### config.mk
export PLATFORM = sky130hd
export DESIGN_NAME = hcub_port
export DESIGN_NICKNAME = d
export VERILOG_FILES = /design/src/hdl/hcub_pkg.sv /design/src/hdl/hcub_port.sv
export SDC_FILE = /design/constraint.sdc
export NUM_CORES = 1
export LEC_CHECK = 0
export ABC_CLOCK_PERIOD_IN_PS = 4200
export BUFFER_PORTS_ARGS = -buffer_cell sky130_fd_sc_hd__buf_2
export CAP_MARGIN = 20
export CORE_MARGIN = 2
export CORE_UTILIZATION = 35
export CTS_CLUSTER_DIAMETER = 200
export DETAILED_ROUTE_END_ITERATION = 10
export HOLD_SLACK_MARGIN = 0.15
export PLACE_DENSITY_LB_ADDON = 0.1
export SLEW_MARGIN = 20
export SYNTH_ARGS = -nofsm -noshare
export SYNTH_HDL_FRONTEND = slang
export SYNTH_SLANG_ARGS = --single-unit
### constraint.sdc
create_clock -name ref_clk -period 4.2 [get_ports ref_clk]
set_input_delay 0.21 -clock ref_clk [delete_from_list [all_inputs] [get_ports ref_clk]]
set_output_delay 0.21 -clock ref_clk [all_outputs]
set_load 0.01 [all_outputs]
### src/hdl/hcub_pkg.sv
// Constants and state types for the checksum and UART break command port.
package hcub_pkg;
  // Checksum polynomial x^8 + x^2 + x + 1 as a nine-bit pattern.
  localparam logic [8:0] CRC_POLY = 9'h107;
  localparam int FRAME_BITS_CRC = 32;
  localparam int FRAME_BITS_PLAIN = 24;
  // Clock rate and UART bit periods.
  localparam int CLK_HZ = 200_000_000;
  localparam int BAUD_FAST = 9600;
  localparam int BAUD_SLOW = 1200;
  localparam int BIT_CYCLES_FAST = CLK_HZ / BAUD_FAST;
  localparam int BIT_CYCLES_SLOW = CLK_HZ / BAUD_SLOW;
  localparam int BAUD_CNT_W = 18;
  // Start, eight data, odd parity and stop.
  localparam int CHAR_BITS = 11;
  localparam logic [3:0] LAST_BIT_IDX = 4'ha;
  localparam int TX_CHARS = 4;
  localparam logic [5:0] TX_PACKET_BITS = 6'h2c;
  // Address of the register that holds the UART register-access bit.
  localparam logic [6:0] BREAK_REG_ADDR = 7'h7e;
  localparam int ERR_CNT_W = 4;
  localparam logic [ERR_CNT_W-1:0] ERR_CNT_RESET = 4'h0;
  localparam logic [ERR_CNT_W-1:0] ERR_CNT_MAX = 4'hf;
  localparam logic UART_ACCESS_RESET = 1'b0;
  typedef enum logic [1:0] {HCUB_RX_IDLE = 2'b01, HCUB_RX_BITS = 2'b10} hcub_rx_type;
  typedef enum logic [1:0] {HCUB_TX_IDLE = 2'b01, HCUB_TX_SEND = 2'b10} hcub_tx_type;
endpackage

### src/hdl/hcub_port.sv
// Frame checksum checking and UART break-mode command port.
`timescale 1ns/10ps
`default_nettype none

module hcub_port
  import hcub_pkg::*;
#(
  parameter logic [BAUD_CNT_W-1:0] BIT_FAST = BAUD_CNT_W'(BIT_CYCLES_FAST),
  parameter logic [BAUD_CNT_W-1:0] BIT_SLOW = BAUD_CNT_W'(BIT_CYCLES_SLOW)
) (
  // Clock, reset and enable.
  input wire logic ref_clk,
  input wire logic resetn,
  input wire logic clk_en,
  // Configuration bits.
  input wire logic checksum_enable,
  input wire logic [ERR_CNT_W-1:0] error_limit,
  input wire logic fault_mask,
  input wire logic alarm_action_enable,
  input wire logic uart_fast_baud,
  input wire logic break_event_enable,
  // Serial frame side.
  input wire logic spi_frame_done,
  input wire logic [31:0] spi_frame_bits,
  input wire logic [23:0] spi_read_data,
  input wire logic status_read_start,
  input wire logic status_read_end,
  // Status sources for break-mode packets.
  input wire logic alarm_event_flag,
  input wire logic general_event_flag,
  input wire logic modem_event_flag,
  input wire logic [15:0] alarm_status_word,
  input wire logic [15:0] general_state_register,
  input wire logic [15:0] modem_status_word,
  input wire logic read_resp_valid,
  input wire logic [15:0] read_resp_word,
  // UART pins.
  input wire logic uart_rx_pin,
  output logic uart_tx_pin,
  // Checksum status and alarm pin.
  output logic [31:0] spi_out_frame,
  output logic checksum_error_status,
  output logic [ERR_CNT_W-1:0] checksum_error_count,
  output logic checksum_fault_flag,
  output logic alarm_irq_status,
  output logic alarm_pin_out,
  output logic alarm_pin_oe,
  // Register commands.
  output logic cmd_valid,
  output logic cmd_read,
  output logic [6:0] cmd_addr,
  output logic [15:0] cmd_data,
  output logic cmd_from_uart,
  output logic uart_reg_access,
  // UART data and character status.
  output logic modem_rx_valid,
  output logic [7:0] modem_rx_data,
  output logic uart_parity_error,
  output logic uart_stop_error,
  output logic tx_busy
);

  // Checksum over 24 bits, most significant bit first, remainder from zero.
  function automatic logic [7:0] crc8(input logic [23:0] d);
    logic [7:0] c;
    c = 8'h00;
    for (int i = 23; i >= 0; i--) begin
      if (c[7] ^ d[i]) begin
        c = (c << 1) ^ CRC_POLY[7:0];
      end else begin
        c = c << 1;
      end
    end
    return c;
  endfunction

  // One UART character, least significant bit leaves first.
  function automatic logic [10:0] uart_char(input logic [7:0] d);
    return {1'b1, ~^d, d, 1'b0};
  endfunction

  logic [BAUD_CNT_W-1:0] bit_len;
  assign bit_len = uart_fast_baud ? BIT_FAST : BIT_SLOW;

  // Serial frame checking and command staging.
  logic [23:0] spi_payload;
  logic spi_crc_ok;
  logic pend_valid, pend_read, pend_uart;
  logic [6:0] pend_addr;
  logic [15:0] pend_data;
  logic next_pend_valid, next_pend_read, next_pend_uart;
  logic [6:0] next_pend_addr;
  logic [15:0] next_pend_data;
  logic next_cmd_valid, next_err_status, next_fault, next_access;
  logic [ERR_CNT_W-1:0] next_count;
  logic [31:0] next_out_frame;
  logic uart_cmd_valid;
  logic [23:0] uart_cmd_word;

  always_comb begin
    spi_payload = checksum_enable ? spi_frame_bits[31:8] : spi_frame_bits[23:0];
    spi_crc_ok = !checksum_enable || (crc8(spi_payload) == spi_frame_bits[7:0]);
    next_pend_valid = 1'b0;
    next_pend_read = pend_read;
    next_pend_addr = pend_addr;
    next_pend_data = pend_data;
    next_pend_uart = pend_uart;
    next_err_status = checksum_error_status;
    next_count = checksum_error_count;
    next_fault = checksum_fault_flag;
    next_access = uart_reg_access;
    if (uart_cmd_valid) begin
      // Break register is reachable only here; others only once access is set.
      if (uart_cmd_word[22:16] == BREAK_REG_ADDR || uart_reg_access) begin
        next_pend_valid = 1'b1;
        {next_pend_read, next_pend_addr, next_pend_data} = uart_cmd_word;
        next_pend_uart = 1'b1;
      end
    end else if (spi_frame_done) begin
      next_err_status = !spi_crc_ok;
      if (!spi_crc_ok) begin
        if (checksum_error_count != ERR_CNT_MAX) begin
          next_count = checksum_error_count + 1'b1;
        end
      end else if (!uart_reg_access && spi_payload[22:16] != BREAK_REG_ADDR) begin
        next_pend_valid = 1'b1;
        {next_pend_read, next_pend_addr, next_pend_data} = spi_payload;
        next_pend_uart = 1'b0;
      end
    end
    // Sticky fault: cleared at readback start, relatched at its end.
    if (status_read_start) begin
      next_fault = 1'b0;
    end
    if (status_read_end && error_limit != 4'h0 && checksum_error_count >= error_limit) begin
      next_fault = 1'b1;
    end
    if (error_limit != 4'h0 && next_count == error_limit && next_count != checksum_error_count) begin
      next_fault = 1'b1;
    end
    next_cmd_valid = pend_valid;
    if (pend_valid && !pend_read && pend_uart && pend_addr == BREAK_REG_ADDR) begin
      next_access = pend_data[0];
    end
    if (checksum_enable) begin
      next_out_frame = {spi_read_data, crc8(spi_read_data)};
    end else begin
      next_out_frame = {8'h00, spi_read_data};
    end
  end

  always_ff @(posedge ref_clk or negedge resetn) begin
    if (!resetn) begin
      pend_valid <= 1'b0;
      pend_read <= 1'b0;
      pend_addr <= 7'h00;
      pend_data <= 16'h0000;
      pend_uart <= 1'b0;
      cmd_valid <= 1'b0;
      cmd_read <= 1'b0;
      cmd_addr <= 7'h00;
      cmd_data <= 16'h0000;
      cmd_from_uart <= 1'b0;
      checksum_error_status <= 1'b0;
      checksum_error_count <= ERR_CNT_RESET;
      checksum_fault_flag <= 1'b0;
      alarm_irq_status <= 1'b0;
      alarm_pin_out <= 1'b0;
      alarm_pin_oe <= 1'b0;
      uart_reg_access <= UART_ACCESS_RESET;
      spi_out_frame <= 32'h0000_0000;
    end else if (clk_en) begin
      pend_valid <= next_pend_valid;
      pend_read <= next_pend_read;
      pend_addr <= next_pend_addr;
      pend_data <= next_pend_data;
      pend_uart <= next_pend_uart;
      cmd_valid <= next_cmd_valid;
      cmd_read <= pend_read;
      cmd_addr <= pend_addr;
      cmd_data <= pend_data;
      cmd_from_uart <= pend_uart;
      checksum_error_status <= next_err_status;
      checksum_error_count <= next_count;
      checksum_fault_flag <= next_fault;
      alarm_irq_status <= next_fault && !fault_mask;
      alarm_pin_out <= 1'b0;
      alarm_pin_oe <= next_fault && !fault_mask && alarm_action_enable;
      uart_reg_access <= next_access;
      spi_out_frame <= next_out_frame;
    end
  end

  // UART receiver: samples mid-bit, finds breaks and assembles packets.
  hcub_rx_type rx_state, next_rx_state;
  logic [BAUD_CNT_W-1:0] rx_cnt, next_rx_cnt;
  logic [3:0] rx_idx, next_rx_idx;
  logic [10:0] rx_bits, next_rx_bits;
  logic rx_armed, next_rx_armed;
  logic [1:0] pkt_left, next_pkt_left;
  logic [15:0] pkt_word, next_pkt_word;
  logic next_modem_valid, next_par_err, next_stop_err;
  logic [7:0] next_modem_data;
  logic [23:0] next_uart_cmd_word;
  logic next_uart_cmd_valid;

  always_comb begin
    next_rx_state = rx_state;
    next_rx_cnt = rx_cnt;
    next_rx_idx = rx_idx;
    next_rx_bits = rx_bits;
    next_rx_armed = rx_armed;
    next_pkt_left = pkt_left;
    next_pkt_word = pkt_word;
    next_modem_valid = 1'b0;
    next_modem_data = modem_rx_data;
    next_par_err = 1'b0;
    next_stop_err = 1'b0;
    next_uart_cmd_valid = 1'b0;
    next_uart_cmd_word = uart_cmd_word;
    unique case (rx_state)
      HCUB_RX_IDLE: begin
        if (uart_rx_pin) begin
          next_rx_armed = 1'b1;
        end else if (rx_armed) begin
          next_rx_state = HCUB_RX_BITS;
          next_rx_cnt = bit_len >> 1;
          next_rx_idx = 4'h0;
        end
      end
      HCUB_RX_BITS: begin
        if (rx_cnt != '0) begin
          next_rx_cnt = rx_cnt - 1'b1;
        end else begin
          next_rx_bits = {uart_rx_pin, rx_bits[10:1]};
          next_rx_cnt = bit_len - 1'b1;
          next_rx_idx = rx_idx + 1'b1;
          if (rx_idx == LAST_BIT_IDX) begin
            next_rx_state = HCUB_RX_IDLE;
            next_rx_armed = 1'b0;
            if (next_rx_bits == 11'h000) begin
              // A break raises no parity or stop error.
              next_pkt_left = uart_fast_baud ? 2'h3 : 2'h0;
            end else if (!(^next_rx_bits[9:1]) || !next_rx_bits[10]) begin
              next_par_err = !(^next_rx_bits[9:1]);
              next_stop_err = !next_rx_bits[10];
              next_pkt_left = 2'h0;
            end else if (pkt_left != 2'h0) begin
              next_pkt_left = pkt_left - 1'b1;
              next_pkt_word = {pkt_word[7:0], next_rx_bits[8:1]};
              if (pkt_left == 2'h1) begin
                next_uart_cmd_valid = 1'b1;
                next_uart_cmd_word = {pkt_word, next_rx_bits[8:1]};
              end
            end else begin
              next_modem_valid = 1'b1;
              next_modem_data = next_rx_bits[8:1];
            end
          end
        end
      end
    endcase
  end

  always_ff @(posedge ref_clk or negedge resetn) begin
    if (!resetn) begin
      rx_state <= HCUB_RX_IDLE;
      rx_cnt <= '0;
      rx_idx <= 4'h0;
      rx_bits <= 11'h7ff;
      rx_armed <= 1'b0;
      pkt_left <= 2'h0;
      pkt_word <= 16'h0000;
      modem_rx_valid <= 1'b0;
      modem_rx_data <= 8'h00;
      uart_parity_error <= 1'b0;
      uart_stop_error <= 1'b0;
      uart_cmd_valid <= 1'b0;
      uart_cmd_word <= 24'h000000;
    end else if (clk_en) begin
      rx_state <= next_rx_state;
      rx_cnt <= next_rx_cnt;
      rx_idx <= next_rx_idx;
      rx_bits <= next_rx_bits;
      rx_armed <= next_rx_armed;
      pkt_left <= next_pkt_left;
      pkt_word <= next_pkt_word;
      modem_rx_valid <= next_modem_valid;
      modem_rx_data <= next_modem_data;
      uart_parity_error <= next_par_err;
      uart_stop_error <= next_stop_err;
      uart_cmd_valid <= next_uart_cmd_valid;
      uart_cmd_word <= next_uart_cmd_word;
    end
  end

  // UART transmitter: break then three characters for replies and events.
  hcub_tx_type tx_state, next_tx_state;
  logic [BAUD_CNT_W-1:0] tx_cnt, next_tx_cnt;
  logic [5:0] tx_left, next_tx_left;
  logic [43:0] tx_shift, next_tx_shift;
  logic read_pend, next_read_pend;
  logic [15:0] read_word, next_read_word;
  logic any_event, event_seen, event_pend, next_event_pend;
  logic next_tx_pin;
  logic [23:0] tx_payload;

  always_comb begin
    any_event = alarm_event_flag || general_event_flag || modem_event_flag;
    next_tx_state = tx_state;
    next_tx_cnt = tx_cnt;
    next_tx_left = tx_left;
    next_tx_shift = tx_shift;
    next_read_pend = read_pend;
    next_read_word = read_word;
    next_event_pend = event_pend;
    tx_payload = 24'h000000;
    if (read_resp_valid && uart_fast_baud) begin
      next_read_pend = 1'b1;
      next_read_word = read_resp_word;
    end
    if (any_event && !event_seen && break_event_enable && uart_fast_baud) begin
      next_event_pend = 1'b1;
    end
    unique case (tx_state)
      HCUB_TX_IDLE: begin
        if (read_pend || event_pend) begin
          if (read_pend) begin
            tx_payload = {1'b1, alarm_event_flag, general_event_flag, modem_event_flag,
                          4'h0, read_word};
            next_read_pend = read_resp_valid && uart_fast_baud;
          end else begin
            next_event_pend = 1'b0;
            tx_payload[23:20] = {1'b0, alarm_event_flag, general_event_flag,
                                 modem_event_flag};
            if (alarm_event_flag) begin
              tx_payload[15:0] = alarm_status_word;
            end else if (general_event_flag) begin
              tx_payload[15:0] = general_state_register;
            end else begin
              tx_payload[15:0] = modem_status_word;
            end
          end
          if (any_event || read_pend) begin
            next_tx_state = HCUB_TX_SEND;
            next_tx_shift = {uart_char(tx_payload[7:0]), uart_char(tx_payload[15:8]),
                             uart_char(tx_payload[23:16]), 11'h000};
            next_tx_left = TX_PACKET_BITS;
            next_tx_cnt = bit_len - 1'b1;
          end
        end
      end
      HCUB_TX_SEND: begin
        if (tx_cnt != '0) begin
          next_tx_cnt = tx_cnt - 1'b1;
        end else begin
          next_tx_cnt = bit_len - 1'b1;
          next_tx_shift = {1'b1, tx_shift[43:1]};
          next_tx_left = tx_left - 1'b1;
          if (tx_left == 6'h01) begin
            next_tx_state = HCUB_TX_IDLE;
          end
        end
      end
    endcase
    next_tx_pin = (next_tx_state == HCUB_TX_SEND) ? next_tx_shift[0] : 1'b1;
  end

  always_ff @(posedge ref_clk or negedge resetn) begin
    if (!resetn) begin
      tx_state <= HCUB_TX_IDLE;
      tx_cnt <= '0;
      tx_left <= 6'h00;
      tx_shift <= 44'h000_0000_0000;
      read_pend <= 1'b0;
      read_word <= 16'h0000;
      event_pend <= 1'b0;
      event_seen <= 1'b0;
      uart_tx_pin <= 1'b1;
      tx_busy <= 1'b0;
    end else if (clk_en) begin
      tx_state <= next_tx_state;
      tx_cnt <= next_tx_cnt;
      tx_left <= next_tx_left;
      tx_shift <= next_tx_shift;
      read_pend <= next_read_pend;
      read_word <= next_read_word;
      event_pend <= next_event_pend;
      event_seen <= any_event;
      uart_tx_pin <= next_tx_pin;
      tx_busy <= next_tx_state == HCUB_TX_SEND;
    end
  end

endmodule
`default_nettype wire

==> results of run 1 <==
## Yosys cell counts (6+ instances only)
master	count
o31ai_1	6
xnor3_1	12
and2_1	7
buf_1	6
nor2_1	81
mux2i_1	78
inv_1	48
nor4_1	9
dfstp_2	13
dfrtp_1	260
ha_1	15
or2_2	20
nor3_1	16
a31oi_1	9
xnor2_1	116
a22o_1	21
mux2_2	118
a21oi_1	100
nand2b_1	8
nand3_1	19
a221oi_1	6
a2bb2oi_1	16
o21ai_0	110
nand2_1	120
and3_1	6
xor2_1	35
or3_1	10
mux2_4	13
clkbuf_1	65
o22ai_1	7
## metal layers
layer	GRT usage (%)	wire length [um]	vias up
li1	-	-	5540
met1	25.19	19050	5611
met2	28.70	18600	184
met3	2.997	1501	57
met4	6.338	1075	0
met5	0	0	-
## repair_timing
action	in CTS	in global routing
gates resized for setup	0	0
buffers inserted	0	0
hold buffers	55	0
endpoints found under the hold margin	159	0
## final cells by class
class,count,area share (%)
flip-flops and latches,273,37.03
inverters,49,0.9946
clock buffers,53,5.704
clock inverters,11,0.9202
multi-input cells,1030,41.53
repair buffers,300,10.18
well taps,539,3.647
## worst max path at each step
stage	start	to	slack (ns)	cells after the start
6_report	rx_cnt[0]	modem_rx_data[0]	0.52	11
5_1_grt	rx_cnt[0]	modem_rx_data[6]	0.19	11
4_1_cts	rx_cnt[0]	modem_rx_data[4]	0.51	11
3_5_place_dp	spi_frame_bits[28]	pend_data[3]	0.37	11
3_3_place_gp	spi_frame_bits[28]	pend_data[5]	0.37	11
2_1_floorplan	checksum_enable	pend_data[10]	0.05	16
## worst max-delay path, cell delays in order (launching register included)
cell and delay, ns:
dfrtp_1 0.40, inv_1 0.07, ha_1 0.17, or3b_2 0.47, nor3_1 0.41, and2_1 0.25, nand4_1 0.20, or2_2 0.38
or3_1 0.41, nor2_1 0.15, nand2_1 0.29, mux2_2 0.36
## cell families after synthesis
group	count (synthesis)	synth area share, %
AND/OR/NAND/NOR	324	10.19
AO/OA/AOI/OAI	311	12.42
flip-flops	273	45.51
multiplexers	209	15.32
XOR/XNOR	170	11.69
buffers and inverters	131	3.600
adder cells (fa/ha/maj)	15	1.247
other	1	0.02492
## placed cells by master, fill, tap and decap left out, drive strengths merged, types with 35 or more instances in the layout
cell type / n
inv: 49
nand2: 120
xor2: 35
nor2: 81
mux2i: 78
buf: 245
xnor2: 116
dlygate4sd3: 55
clkbuf: 53
dfrtp: 260
mux2: 131
o21ai: 111
a21oi: 100
## per-stage QoR
stage | hold WS [ns] | power [mW] | worst slack, ns | util [%]
floorplan | -0.08559 | 5.086 | 0.04777 | -
global placement | 0.3516 | 5.808 | 0.3689 | 39.59
detailed placement | 0.3561 | 5.828 | 0.3703 | 39.59
CTS | 0.1515 | 9.131 | 0.5059 | 43.79
global route | 0.1550 | 9.550 | 0.1926 | 43.79
finish | 0.1722 | 8.980 | 0.5239 | 43.79
## sequential cells by signal (all words and copies together) (netlist names), 2 cells and up
name,count
modem_rx_data,8
rx_idx,4
tx_state,2
checksum_error_count,4
rx_bits,10
tx_cnt,18
pkt_word,16
pend_data,16
pend_addr,7
tx_left,6
spi_out_frame,32
read_word,16
uart_cmd_word,24
pkt_left,2
tx_shift,44
rx_state,2
rx_cnt,18
cmd_data,16
cmd_addr,7
## power by group through the flow
stage	sequential [mW]	combinational, mW	clock, mW
CTS	3.43	2.41	3.28
finish	3.43	2.38	3.17
global placement	3.47	2.34	0
floorplan	3.46	1.62	0
global route	3.50	2.65	3.40
detailed placement	3.47	2.35	0
==> results.yml, run 1 <==
layout:
  drive_gt1_share_pct: 27.86
  seq_area_um2: 6848
  syn2layout_area_growth_pct: 22.90
  multi_input_area_um2: 7680
  nets: 1844
  stdcell_count: 2255
  fin_area_um2: 18490
  fill_cells: 4136
  antennaDiodeCount: 0
logic_synthesis:
  synth.top_cell.area_share_pct: 43.24
  synth_edf_count: 0
  yosysSeqAreaShare_pct: 45.51
  netlist_area_um2: 15050
  yosysUniqueCellTypes: 74
  yosys_warnings: 0
  syn-num-nets: 1589
  synthFlopType: "dfrtp_1"
  async_flop_share_pct: 100.0
  syn_avg_cell_area_um2: 10.49
  yosys-top-cells-area: "dfrtp_1 (43%), mux2_2 (8.8%), xnor2_1 (6.8%)"
  synthCells: 1434
  synth_seq_cells: 273
  synth_top_area_cell: "dfrtp_1"
min_path:
  holdPathStages: 3
  min_from: "spi_read_data[9]"
  whs_endpoint: "spi_out_frame[17]"
  hold_path_class: "in -> reg"
worst_setup_path:
  end_kind: "register"
  rr_worst_depth: 11
  rr_startpoint: "rx_cnt[0]"
  required_ns: 4.62
  cp_max_fo: 9
  path_class: "reg -> reg"
  r2r_slack_ns: 0.52
  start_kind: "register"
  rr_endpoint: "modem_rx_data[0]"
  arrival_ns: 4.10
floorplan:
  initial_core_util_pct: 35.63
  die_w_um: 211.3
  pin_count: 221
  die-area_um2: 44670
  dieHeight_um: 211.3
  core_area_um2: 42230
  rows: 75
grt:
  grt_antenna_before_repair: 0
  grt_overflow: 0
  grt_pass1_wl_um: 64170
  grt_max_degree: 113
  grt_pass1_vias: 11506
  grt_usage_pct: 18.14
clock_tree:
  cts.path.max_buffers: 3
  cts_num_sinks: 273
  cts_tree: "yes"
  insertion_delay_ns: 0.54
  htreeDepth: 2
  cts_root_buffer: "clkbuf_16"
  numCtsBuffers: 35
  clkTransAtPathRegs_ns: 0.06
detailed_routing:
  ant_nets: 0
  dr.pass1.iters: 7
  drcViolationCount: 0
  wl_per_cell_um: 17.84
  finalWirelength_um: 40220
  viasPerCell: 5.052
  vias: 11392
  dr.first_iter.drc_count: 632
power:
  intPower_mw: 6.301
  p_sw_share_pct: 29.83
  clkPwrFrac_pct: 35.3
  switching_power_mw: 2.679
  p_leak_nw: 8.561
  power_frac_comb_pct: 26.5
  seqPwrFrac_pct: 38.2
  power_density_nw_per_um2: 485.6
  ir_worst_vdd_mv: 0.3684
timing:
  min_period_ns: 3.676
  drv_slew: 0
  max_freq_mhz: 272.0
  finalHoldViolations: 0
  clock_skew_ns: 0.01223
  timing.final.crit_share_pct: 87.53
  setup-tns-final_ns: 0
  relSlewSlack_pct: 31.51
  setup_violations: 0
  rsz0062_at_grt: "no"
  tightest_slew_ns: 1.025
place:
  placed_area_um2: 16720
  dp.cells: 2136
  portBuffers: 219
  dp_hpwl_um: 27940
  routabilityCongestion: 0.8663
outcome:
  status: "complete, no violations"
job:
  max_cap_viol_count: 0
(Power assumes the default switching activity.)
==> run 2, diff against run 1 <==
Settings changed: CORE_UTILIZATION 35 to 45, RECOVER_POWER set to 50.
==> results.yml, run 2 (synthesis gave the netlist of run 1 again) <==
floorplan:
  initial_core_util_pct: 46.01
  core_area_um2: 32700
  pin_count: 221
  die-area_um2: 34920
  dieHeight_um: 186.9
  rows: 66
  die_w_um: 186.9
layout:
  largest_reg_flops: 44
  final_cell_mix: "dfrtp_1 (260), buf_2 (140), nand2_1 (119)"
  top_register: "tx_shift"
  top_regs: "tx_shift: 44 flops, spi_out_frame: 32 flops, uart_cmd_word: 24 flops"
  stdcell_count: 2147
  antennaDiodeCount: 0
  syn2layout_area_growth_pct: 19.91
  drive_gt1_share_pct: 22.76
  nets: 1836
  mostFrequentLayoutCell: "dfrtp_1"
timing:
  clock_skew_ns: 0.01864
  relSlewSlack_pct: -68.05
  drv_slew: 102
  max_freq_mhz: 268.4
  finalHoldViolations: 0
  setup-tns-final_ns: 0
  timing.final.crit_share_pct: 88.72
  tightest_slew_ns: 2.521
  setup_violations: 0
  rsz0062_at_grt: "no"
  min_period_ns: 3.726
outcome:
  status: "finished, violations left"
  failed_checks: "max-capacitance violations, max-slew violations"
clock_tree:
  cts.path.max_buffers: 3
  cts_tree: "yes"
  clkTransAtPathRegs_ns: 0.06
  htreeDepth: 1
  postCtsSetupBuffers: 0
  cts_root_buffer: "clkbuf_16"
  numCtsBuffers: 31
  insertion_delay_ns: 0.55
  cts_num_sinks: 273
  cts_resized: 0
place:
  routabilityCongestion: 0.8920
  portBuffers: 219
  dp_hpwl_um: 25640
  dp.cells: 2036
power:
  ir_worst_vdd_mv: 0.4164
  power_mw: 8.573
  power_density_nw_per_um2: 475.2
  p_leak_nw: 8.188
worst_setup_path:
  worst_path_most_repeated_cell: "buf_4"
  crit_start: "tx_cnt[0]"
  arrival_ns: 4.15
  path_cells: "inv_1, ha_1, or4b_2, or4_1, or3_1, nor4_2, buf_4, nand2b_1, nand2_2, buf_4, a22o_1"
  rr_startpoint: "tx_cnt[0]"
  critPathMaxStageDelay_ns: 0.63
  cp_max_fo: 29
  path_class: "reg -> reg"
  end_kind: "register"
  start_kind: "register"
  cp_slowest_cell: "or4b_2"
  required_ns: 4.62
grt:
  grt_pass1_vias: 11209
  grt_usage_pct: 21.18
  grt_overflow: 0
  grt_pass1_wl_um: 60980
  grt_antenna_before_repair: 0
  grt_max_degree: 102
job:
  max_cap_viol_count: 1
detailed_routing:
  dr.first_iter.drc_count: 567
  finalWirelength_um: 37290
  dr.pass1.iters: 6
  viasPerCell: 5.282
  drcViolationCount: 0
  ant_nets: 0
  vias: 11340
  wl_per_cell_um: 17.37
min_path:
  hold_path_class: "in -> reg"
  min_from: "spi_frame_bits[29]"
## run 2: critical path: cells and delay by family, from the launching register on
family	cells	cell delay, ns
simple gates	6	2.16
buf+inv	3	0.61
flops	1	0.39
compound gates	1	0.25
fa+ha+maj	1	0.19
## run 2: final cells by class
type,instances,area [um2]
Fill cell,3004,14660
Multi-Input combinational cell,1030,7671
Sequential cell,273,6848
Timing Repair Buffer,296,1727
Clock buffer,47,875.8
Tap cell,442,553.0
Clock inverter,10,183.9
Inverter,49,183.9
## run 2: worst paths after layout
kind	end	slack [ns]	cells after the start
setup / recovery	tx_shift[6]	0.47	11
max in group asynchronous	tx_cnt[2]	0.94	3
min in group asynchronous	spi_out_frame[15]	0.94	2
hold reg to reg	tx_shift[3]	0.48	1
setup reg to reg	tx_shift[6]	0.47	11
hold / removal	pend_addr[5]	0.20	4
## run 2: repair_timing
action | CTS | global route
hold endpoints to repair | 153 | 0
endpoints found under the setup margin | 0 | 0
hold buffers | 54 | 0
## run 2: routing by layer
metal,vias to the layer above,share of wire [%],global-route usage (%)
met3,50,4.0,3.021
li1,5513,-,-
met4,0,2.1,5.067
met2,230,47,33.80
met5,-,0,0
met1,5547,47,30.56
## run 2: per-stage QoR
stage          worst slack, ns  instance area, um2  utilization [%]  hold WS (ns)
2_1_floorplan          0.04777               15070                -      -0.08559
6_report                0.4736               18040            55.17        0.1988
4_1_cts                 0.4560               18160            55.55        0.1745
5_1_grt                 0.1754               18040            55.17        0.2017
3_5_place_dp            0.1921               16560            50.65        0.3074
3_3_place_gp            0.2500               16560            50.65        0.3054
## run 2: report_power, final
group          internal [mW]  switching (mW)
Clock                   1.74            1.08
Combinational           1.18            1.15
Sequential              3.09           0.350
Total                   6.00            2.57
